**src/inc/radio_mode_regs.svh**
```systemverilog
// constants of the radio operating-mode sequencer
`ifndef RADIO_MODE_REGS_SVH
`define RADIO_MODE_REGS_SVH

// operating-mode field codes
`define MODE_SLEEP      3'h0
`define MODE_STANDBY    3'h1
`define MODE_SYNTH      3'h2
`define MODE_RX         3'h3
`define MODE_TX         3'h4

// field width and timer width
`define MODE_W          3
`define TMR_W           20

// clock rate and documented timing limits, in microseconds
`define CLK_MHZ         100
`define XTAL_WAKE_US    5000
`define PLL_LOCK_US     500
`define WAKE_TOTAL_US   6000
`define SLEEP_ENTRY_US  1000

// reset values of outputs, and countdown zero and one
`define OUT_OFF         1'h0
`define OUT_ON          1'h1
`define CNT_ZERO        20'h00000
`define CNT_ONE         20'h00001

`endif

```
**src/inc/radio_mode_pkg.sv**
```systemverilog
// types of the radio operating-mode sequencer
package radio_mode_pkg;
  `include "radio_mode_regs.svh"

  // sequencer states
  typedef enum logic [2:0] {
    ST_SLEEP     = 3'b000,
    ST_XTAL_WAIT = 3'b001,
    ST_STANDBY   = 3'b010,
    ST_PLL_WAIT  = 3'b011,
    ST_LOCKED    = 3'b100,
    ST_RX        = 3'b101,
    ST_TX        = 3'b110
  } seq_state_e;

  typedef logic [`TMR_W-1:0] tmr_cnt_t;
endpackage

```
**src/inc/settle_tmr_if.sv**
```systemverilog
// carrier between the sequencer and a settle timer
`timescale 1ns/1ns
interface settle_tmr_if;
  logic                       run;   // count while high, reload while low
  radio_mode_pkg::tmr_cnt_t   load;  // cycles until done
  logic                       done;  // one-cycle pulse at expiry

  modport ctl (output run, output load, input done);
  modport tmr (input run, input load, output done);
endinterface

```
**src/design/radio_power_mode_sequencer.sv**
```systemverilog
// operating-mode sequencer: gates oscillators, paths and clock output
//
// Operation
// - decode mode: sleep, standby, synth, rx, tx
// - no buffered clock output while sleeping
// - crystal usable within 5 ms after wake
// - pll locks under 0.5 ms after synth
// - lock state shown on dedicated pin
// - whole wake-up path under 6 ms
// - return to sleep within 1 ms
// - status 1 unlocked; disable forces pin high
`timescale 1ns/1ns
`include "radio_mode_regs.svh"
module radio_power_mode_sequencer #(
  parameter int XTAL_WAKE_CYC = `XTAL_WAKE_US * `CLK_MHZ,
  parameter int PLL_LOCK_CYC  = `PLL_LOCK_US * `CLK_MHZ,
  parameter int WAKE_TOT_CYC  = `WAKE_TOTAL_US * `CLK_MHZ,
  parameter int SLEEP_CYC     = `SLEEP_ENTRY_US * `CLK_MHZ
) (
  input  wire logic               clk,
  input  wire logic               rstn,
  input  wire logic [`MODE_W-1:0] main_mode,
  input  wire logic               lock_out_dis,
  output logic                    xtal_en,
  output logic                    xtal_ready,
  output logic                    pll_en,
  output logic                    rx_en,
  output logic                    tx_en,
  output logic                    clk_out,
  output logic                    clk_out_oe,
  output logic                    lock_pin,
  output logic                    lock_status
);
  //////////////////////////////////////////////////////////////////////////
  // reset release through two flip-flops
  logic rst_meta_r;  // first stage, read only by the second
  logic rst_n_r;     // synchronised reset used everywhere below

  always_ff @(posedge clk or negedge rstn) begin
    if (!rstn) begin
      rst_meta_r <= `OUT_OFF;
      rst_n_r    <= `OUT_OFF;
    end else begin
      rst_meta_r <= `OUT_ON;
      rst_n_r    <= rst_meta_r;
    end
  end

  //////////////////////////////////////////////////////////////////////////
  // settle timers for crystal start and pll lock
  settle_tmr_if xt_if ();  // crystal start-up timer
  settle_tmr_if pl_if ();  // pll lock timer

  settle_timer u_xtal_tmr (
    .clk   (clk),
    .rst_n (rst_n_r),
    .tmr   (xt_if.tmr)
  );

  settle_timer u_pll_tmr (
    .clk   (clk),
    .rst_n (rst_n_r),
    .tmr   (pl_if.tmr)
  );

  //////////////////////////////////////////////////////////////////////////
  // sequencer state and registered outputs
  radio_mode_pkg::seq_state_e state_r;   // current operating state
  radio_mode_pkg::seq_state_e state_nxt;
  logic xtal_en_r,  xtal_en_nxt;         // crystal oscillator enable
  logic xrdy_r,     xrdy_nxt;            // crystal usable
  logic pll_en_r,   pll_en_nxt;          // synthesizer enable
  logic rx_en_r,    rx_en_nxt;           // receive path enable
  logic tx_en_r,    tx_en_nxt;           // transmit path enable
  logic clk_oe_r,   clk_oe_nxt;          // clock output driven
  logic clk_r,      clk_nxt;             // buffered clock level
  logic lpin_r,     lpin_nxt;            // lock pin level
  logic lstat_r,    lstat_nxt;           // lock status, 1 unlocked
  logic locked;                          // pll locked in next state

  // next state and outputs
  always_comb begin
    state_nxt = state_r;
    case (state_r)
      radio_mode_pkg::ST_SLEEP: begin
        // any awake code starts the crystal first
        if (main_mode != `MODE_SLEEP) begin
          state_nxt = radio_mode_pkg::ST_XTAL_WAIT;
        end
      end
      radio_mode_pkg::ST_XTAL_WAIT: begin
        if (main_mode == `MODE_SLEEP) begin
          state_nxt = radio_mode_pkg::ST_SLEEP;
        end else if (xt_if.done) begin
          state_nxt = radio_mode_pkg::ST_STANDBY;
        end
      end
      radio_mode_pkg::ST_STANDBY: begin
        if (main_mode == `MODE_SLEEP) begin
          state_nxt = radio_mode_pkg::ST_SLEEP;
        end else if (main_mode == `MODE_SYNTH ||
                     main_mode == `MODE_RX ||
                     main_mode == `MODE_TX) begin
          state_nxt = radio_mode_pkg::ST_PLL_WAIT;
        end
      end
      radio_mode_pkg::ST_PLL_WAIT: begin
        if (main_mode == `MODE_SLEEP) begin
          state_nxt = radio_mode_pkg::ST_SLEEP;
        end else if (main_mode != `MODE_SYNTH &&
                     main_mode != `MODE_RX &&
                     main_mode != `MODE_TX) begin
          state_nxt = radio_mode_pkg::ST_STANDBY;
        end else if (pl_if.done) begin
          state_nxt = radio_mode_pkg::ST_LOCKED;
        end
      end
      radio_mode_pkg::ST_LOCKED, radio_mode_pkg::ST_RX,
      radio_mode_pkg::ST_TX: begin
        // paths open only from a locked synthesizer
        case (main_mode)
          `MODE_SLEEP: state_nxt = radio_mode_pkg::ST_SLEEP;
          `MODE_SYNTH: state_nxt = radio_mode_pkg::ST_LOCKED;
          `MODE_RX:    state_nxt = radio_mode_pkg::ST_RX;
          `MODE_TX:    state_nxt = radio_mode_pkg::ST_TX;
          default:     state_nxt = radio_mode_pkg::ST_STANDBY;
        endcase
      end
      default: begin
        state_nxt = radio_mode_pkg::ST_SLEEP;
      end
    endcase

    // outputs follow the next state so they change with it
    locked      = (state_nxt == radio_mode_pkg::ST_LOCKED ||
                   state_nxt == radio_mode_pkg::ST_RX ||
                   state_nxt == radio_mode_pkg::ST_TX);
    xtal_en_nxt = (state_nxt != radio_mode_pkg::ST_SLEEP);
    xrdy_nxt    = xtal_en_nxt &&
                  (state_nxt != radio_mode_pkg::ST_XTAL_WAIT);
    pll_en_nxt  = locked ||
                  (state_nxt == radio_mode_pkg::ST_PLL_WAIT);
    rx_en_nxt   = (state_nxt == radio_mode_pkg::ST_RX);
    tx_en_nxt   = (state_nxt == radio_mode_pkg::ST_TX);
    clk_oe_nxt  = xrdy_nxt;
    clk_nxt     = xrdy_nxt ? ~clk_r : `OUT_OFF;
    lstat_nxt   = ~locked;
    lpin_nxt    = lock_out_dis ? `OUT_ON : locked;
  end

  // register state and outputs
  always_ff @(posedge clk or negedge rst_n_r) begin
    if (!rst_n_r) begin
      state_r   <= radio_mode_pkg::ST_SLEEP;
      xtal_en_r <= `OUT_OFF;
      xrdy_r    <= `OUT_OFF;
      pll_en_r  <= `OUT_OFF;
      rx_en_r   <= `OUT_OFF;
      tx_en_r   <= `OUT_OFF;
      clk_oe_r  <= `OUT_OFF;
      clk_r     <= `OUT_OFF;
      lpin_r    <= `OUT_ON;
      lstat_r   <= `OUT_ON;
    end else begin
      state_r   <= state_nxt;
      xtal_en_r <= xtal_en_nxt;
      xrdy_r    <= xrdy_nxt;
      pll_en_r  <= pll_en_nxt;
      rx_en_r   <= rx_en_nxt;
      tx_en_r   <= tx_en_nxt;
      clk_oe_r  <= clk_oe_nxt;
      clk_r     <= clk_nxt;
      lpin_r    <= lpin_nxt;
      lstat_r   <= lstat_nxt;
    end
  end

  // timers run only while their state waits on them; the wait state lasts
  // one cycle longer than the load, so loads are trimmed to keep the
  // crystal within its limit and the pll strictly under its limit
  assign xt_if.run  = (state_r == radio_mode_pkg::ST_XTAL_WAIT);
  assign xt_if.load = `TMR_W'(XTAL_WAKE_CYC - 1);
  assign pl_if.run  = (state_r == radio_mode_pkg::ST_PLL_WAIT);
  assign pl_if.load = `TMR_W'(PLL_LOCK_CYC - 2);

  assign xtal_en     = xtal_en_r;
  assign xtal_ready  = xrdy_r;
  assign pll_en      = pll_en_r;
  assign rx_en       = rx_en_r;
  assign tx_en       = tx_en_r;
  assign clk_out     = clk_r;
  assign clk_out_oe  = clk_oe_r;
  assign lock_pin    = lpin_r;
  assign lock_status = lstat_r;

  //////////////////////////////////////////////////////////////////////////
  // helper counters for the checks below
  logic [31:0] xw_cnt_r;  // cycles spent waiting for the crystal
  logic [31:0] pw_cnt_r;  // cycles spent waiting for lock
  logic [31:0] wk_cnt_r;  // device wait cycles of one wake-up

  always_ff @(posedge clk or negedge rst_n_r) begin
    if (!rst_n_r) begin
      xw_cnt_r <= 32'h0;
      pw_cnt_r <= 32'h0;
      wk_cnt_r <= 32'h0;
    end else begin
      xw_cnt_r <= (state_r == radio_mode_pkg::ST_XTAL_WAIT) ?
                  xw_cnt_r + 32'h1 : 32'h0;
      pw_cnt_r <= (state_r == radio_mode_pkg::ST_PLL_WAIT) ?
                  pw_cnt_r + 32'h1 : 32'h0;
      if (state_r == radio_mode_pkg::ST_SLEEP) begin
        wk_cnt_r <= 32'h0;
      end else if (state_r == radio_mode_pkg::ST_XTAL_WAIT ||
                   state_r == radio_mode_pkg::ST_PLL_WAIT) begin
        wk_cnt_r <= wk_cnt_r + 32'h1;
      end
    end
  end

  property p_decode_tx;
    @(posedge clk) disable iff (!rst_n_r)
    (state_r == radio_mode_pkg::ST_LOCKED && main_mode == `MODE_TX)
      |=> (tx_en && !rx_en && pll_en && xtal_en);
  endproperty
  a_decode_tx: assert property (p_decode_tx)
    else $error("transmit code did not open the transmit path");

  property p_sleep_no_clk;
    @(posedge clk) disable iff (!rst_n_r)
    (main_mode == `MODE_SLEEP) |=> (!clk_out_oe && !clk_out);
  endproperty
  a_sleep_no_clk: assert property (p_sleep_no_clk)
    else $error("clock output driven in sleep");

  property p_xtal_bound;
    @(posedge clk) disable iff (!rst_n_r)
    xw_cnt_r <= XTAL_WAKE_CYC;
  endproperty
  a_xtal_bound: assert property (p_xtal_bound)
    else $error("crystal wake exceeded its limit");

  property p_pll_bound;
    @(posedge clk) disable iff (!rst_n_r)
    pw_cnt_r < PLL_LOCK_CYC;
  endproperty
  a_pll_bound: assert property (p_pll_bound)
    else $error("pll lock exceeded its limit");

  property p_lock_pin;
    @(posedge clk) disable iff (!rst_n_r)
    !lock_out_dis |=> (lock_pin == !lock_status);
  endproperty
  a_lock_pin: assert property (p_lock_pin)
    else $error("lock pin disagrees with lock status");

  property p_wake_total;
    @(posedge clk) disable iff (!rst_n_r)
    wk_cnt_r < WAKE_TOT_CYC;
  endproperty
  a_wake_total: assert property (p_wake_total)
    else $error("wake-up path exceeded its limit");

  property p_sleep_entry;
    @(posedge clk) disable iff (!rst_n_r)
    (main_mode == `MODE_SLEEP) |=>
      (!xtal_en && !pll_en && !rx_en && !tx_en &&
       state_r == radio_mode_pkg::ST_SLEEP);
  endproperty
  a_sleep_entry: assert property (p_sleep_entry)
    else $error("sleep not reached after sleep code");

  property p_lock_dis;
    @(posedge clk) disable iff (!rst_n_r)
    lock_out_dis |=> lock_pin;
  endproperty
  a_lock_dis: assert property (p_lock_dis)
    else $error("lock pin not forced high while disabled");
endmodule

```
**src/design/settle_timer.sv**
```systemverilog
// settle timer: pulses done after load cycles of run
`timescale 1ns/1ns
`include "radio_mode_regs.svh"
module settle_timer (
  input  wire logic   clk,
  input  wire logic   rst_n,
  settle_tmr_if.tmr   tmr
);
  radio_mode_pkg::tmr_cnt_t cnt_r;   // remaining cycles
  radio_mode_pkg::tmr_cnt_t cnt_nxt;
  logic                     done_r;  // expiry pulse
  logic                     done_nxt;

  //////////////////////////////////////////////////////////////////////////
  // next-state of the countdown
  always_comb begin
    cnt_nxt  = cnt_r;
    done_nxt = `OUT_OFF;
    if (!tmr.run) begin
      // idle: hold the reload value
      cnt_nxt = tmr.load;
    end else if (cnt_r != `CNT_ZERO) begin
      // running: count down, pulse on the last step
      cnt_nxt  = cnt_r - `CNT_ONE;
      done_nxt = (cnt_r == `CNT_ONE);
    end
  end

  // register the countdown
  always_ff @(posedge clk or negedge rst_n) begin
    if (!rst_n) begin
      cnt_r  <= `CNT_ZERO;
      done_r <= `OUT_OFF;
    end else begin
      cnt_r  <= cnt_nxt;
      done_r <= done_nxt;
    end
  end

  assign tmr.done = done_r;
endmodule

```
**config.mk**
```make
export PLATFORM = sky130hd
export DESIGN_NAME = radio_power_mode_sequencer
export DESIGN_NICKNAME = d
export VERILOG_FILES = /design/src/inc/radio_mode_pkg.sv /design/src/inc/settle_tmr_if.sv /design/src/design/radio_power_mode_sequencer.sv /design/src/design/settle_timer.sv
export VERILOG_INCLUDE_DIRS = /design/src /design/src/inc
export SDC_FILE = /design/constraint.sdc
export NUM_CORES = 1
export LEC_CHECK = 0
export ABC_CLOCK_PERIOD_IN_PS = 1700
export BUFFER_PORTS_ARGS = -buffer_cell sky130_fd_sc_hd__buf_4
export CELL_PAD_IN_SITES_DETAIL_PLACEMENT = 1
export CELL_PAD_IN_SITES_GLOBAL_PLACEMENT = 2
export CORE_MARGIN = 1.5
export CORE_UTILIZATION = 30
export CTS_BUF_LIST = sky130_fd_sc_hd__clkbuf_4
export DETAILED_ROUTE_END_ITERATION = 8
export PLACE_DENSITY_LB_ADDON = 0.1
export SLEW_MARGIN = 20
export SYNTH_ARGS = -nofsm -noshare
export SYNTH_HDL_FRONTEND = slang
export SYNTH_HIERARCHICAL = 1
export SYNTH_SLANG_ARGS = --single-unit
export TNS_END_PERCENT = 100
```
**constraint.sdc**
```tcl
create_clock -name clk -period 1.7 [get_ports clk]
set_input_delay 0 -clock clk [delete_from_list [all_inputs] [get_ports clk]]
set_output_delay 0 -clock clk [all_outputs]
set_load 0.005 [all_outputs]
```
==> results by group <==
Placement
  • DPL Wire Length: ~6000 um
  • Number of port buffers: 14
  • GPL Wtd Cong: around 0.75
  • Post-DP Area: 4110 um2
  • Inst Count DP: between 500 and 600

Finish
  • Final nets: around 480
  • Biggest regs: u_pll_tmr/cnt_r (20), u_xtal_tmr/cnt_r (20), state_r (3)
  • Fin area: between 4000 and 5000 um2
  • Share of post-route cells with drive strength above 1: approximately 40%
  • # diodes: 0
  • Area growth syn-to-layout: 50.2%
  • Non-filler cells, final: roughly 600
  • # fillers: between 1,000 and 1,500
  • Post-layout util: between 40% and 50%

STA
  • Clock period minus worst slack: roughly 2.2 ns
  • Setup ws final: -0.470 ns
  • Final setup fails: 42
  • RSZ-0062 raised after global routing: yes
  • Layout Skew: around 0.025 ns
  • Fin. Hold Viols: 0
  • Period utilisation layout: 128%
  • Final Max Tran Viols: 0
  • Fmax: approximately 0.46 GHz

Pwr
  • Power per cell area: between 700 and 800 nW/um2
  • Worst vdd ir: 0.327 mV
  • P_leak: 0.00198 uW
  • Overall power: 3390 uW

Critical path
  • Setup crit end kind: flip-flop
  • WS Path Type: flip-flop to flip-flop
  • Reg2Reg Launch Point: u_pll_tmr/cnt_r[3]$_DFFE_PN0P_
  • Depth of the most critical reg-to-reg path: 5
  • CP endpoint: u_pll_tmr/cnt_r[9]$_DFFE_PN0P_
  • CP Launch Type: flip-flop
  • R2r setup slk: -0.47 ns
  • Critical path peak fanout: 4
  • R2R Path End: u_pll_tmr/cnt_r[9]$_DFFE_PN0P_
  • Req. time, crit path: roughly 2 ns
  • Crit path arrival time: roughly 2.5 ns
  • Worst setup path start: u_pll_tmr/cnt_r[3]$_DFFE_PN0P_

Detailed routing
  • Post-DRT Antenna Nets: 0
  • Vias/cell: approximately 4.8
  • Vias: roughly 2,900
  • First-pass detailed-route iteration total: 4
  • Avg WL per Cell: 14.3 um
  • Remaining DRCs: 0
  • DR iter-0 viols: 47
  • Routed wire length: 8550 um

Synth
  • Async SR Flop Fraction: 100%
  • Largest cells by area after synthesis: dfrtp_1 (43%), nor2_1 (5.1%), a211oi_1 (3.9%), a21oi_1 (3.4%), xnor2_1 (3.1%)
  • Post-synth top area cell: dfrtp_1
  • Synth Cell Area: approximately 3100 um2
  • Post-synth top area share: 43.1%
  • Yosys warnings: 6
  • Sequential area share after synthesis: between 40% and 50%
  • Synth Register Bits: 55
  • Most frequent cell after synthesis: dfrtp_1
  • Ys flop type: dfrtp_1
  • Syn Inst Count: 321
  • Post-synth EDFFs: 0
  • Syn avg cell area: 9.59 um2
  • Top cells by count, synth: dfrtp_1 (53), nor2_1 (42), a21oi_1 (21), a211oi_1 (16)
  • Library cells used by synthesis: 62

Global route
  • First-pass GRT wire length: between 15,000 and 20,000 um
  • Total Routing Usage GR: 16.8%
  • Grt total ovfl: 0
  • Largest net degree at the start of global routing: 43
  • Vias in the first global route: roughly 3,100
  • Initial antenna violation count: 0

CTS
  • CTS Root Buffer Type: clkbuf_4
  • Num CTS Buffers: 5
  • Clock Latency Late Sink: just under 0.4 ns
  • CTS sink cnt: 55
  • # H-tree levels: 2
  • Clk slew on worst S/H paths: 0.19 ns
  • Max clock buf depth: 2
  • TritonCTS clock tree: built

Floorplanning
  • DIE WIDTH: 104 um
  • I/O Pins: 15
  • Initial core utilization: 31.2%
  • Placeable Area: roughly 10000 um2
  • Die area: between 10,000 and 15,000 um2
  • Rows: 36
  • DIE HEIGHT: about 100 um

Run status
  • Failing checks: negative setup slack
  • Outcome: finished, violations left

Job
  • # Max-Cap Violations: 0

Worst hold path
  • Tightest Hold Check Type: flip-flop to async pin
[stage by stage]
step | setup WS (ns) | TNS (ns) | hold WS (ns)
6_report | -0.470 | -11.21 | 0.170
5_1_grt | -0.524 | -14.45 | 0.197
4_1_cts | -0.464 | -11.68 | 0.200
3_5_place_dp | -0.517 | -12.05 | -0.213
3_3_place_gp | -0.478 | -11.07 | -0.215
2_1_floorplan | -0.511 | -10.14 | -0.296
[critical path: stages (launching register included)]
cell and delay, ns:
dfrtp_1 0.41, or4_4 0.54, or3_4 0.37, or4_4 0.42
xor2_1 0.17, a211oi_2 0.18
[kinds of logic (layout without fill, tap and decap cells)]
logic type	after synthesis	after routing	share of synthesized area, %
compound gates	75	75	18.1
xor+xnor	17	17	4.84
fa+ha+maj	6	6	2.44
buf+inv	31	136	4.84
flops	55	55	44.8
mux	3	3	0.975
other cells	2	41	0.244
simple gates	132	132	23.8
[worst min path at each step]
| stage | cells past startpoint | slack (ns) | to | start |
|---|---|---|---|---|
| floorplan | 0 | -0.30 | rst_meta_r$_DFF_PN0_ | rstn |
| global placement | 1 | -0.22 | rst_meta_r$_DFF_PN0_ | rstn |
| detailed placement | 1 | -0.21 | rst_meta_r$_DFF_PN0_ | rstn |
| CTS | 0 | 0.20 | u_xtal_tmr/cnt_r[13]$_DFFE_PN0P_ | rst_n_r$_DFF_PN0_ |
| global route | 0 | 0.20 | u_xtal_tmr/cnt_r[14]$_DFFE_PN0P_ | rst_n_r$_DFF_PN0_ |
| finish | 0 | 0.17 | u_xtal_tmr/cnt_r[14]$_DFFE_PN0P_ | rst_n_r$_DFF_PN0_ |
[cell usage in the layout (no fill, tap or decap), types with 3 or more instances in the layout]
cell            n
buf_4          93
dfrtp_1        52
conb_1         41
nor2_1         38
nand2_1        14
a21oi_1        14
a211oi_2       13
buf_6          13
xnor2_1        11
inv_1          10
nand3_1         9
nand4_1         9
nor3_1          8
nor3_2          7
a21oi_2         7
clkbuf_4        6
dlygate4sd3_1   6
xor2_1          6
ha_1            6
o21ai_0         5
nor2_2          4
a211oi_1        4
nand2b_1        4
or4_4           4
o221a_2         4
o221a_1         4
and4b_1         3
buf_12          3
nor4_1          3
o21a_1          3
nor4_4          3
mux2i_1         3
[metal layers]
layer	wire (um)	up-vias	GRT usage, %
li1	-	1417	-
met1	3800	1435	21.2
met2	4570	8	30.4
met3	102	6	2.51
met4	75	0	3.27
met5	0	-	0
[where the power goes]
part	internal [uW]	switching [uW]	leakage (uW)
sequential	1470	156	0.000644
clock	327	451	0.0000419
combinational	547	441	0.00129
[repair_timing]
action,CTS,global route
setup buffers,6,10
cloned,1,0
endpoints found under the setup margin,42,44
hold buffers,7,0
endpoints found under the hold margin,9,0
gates resized for setup,37,24
pin swaps,16,12
[layout make-up]
class                           instances  area [um2]  area share (%)
Clock inverter                          2        37.5           0.812
Clock buffer                            6        45.0           0.974
Multi-Input combinational cell        274        1960            42.3
Timing Repair Buffer                  117         995            21.5
Inverter                               11        42.5           0.920
Tap cell                              133         166            3.60
Sequential cell                        55        1380            29.8
(Power assumes the default switching activity.)
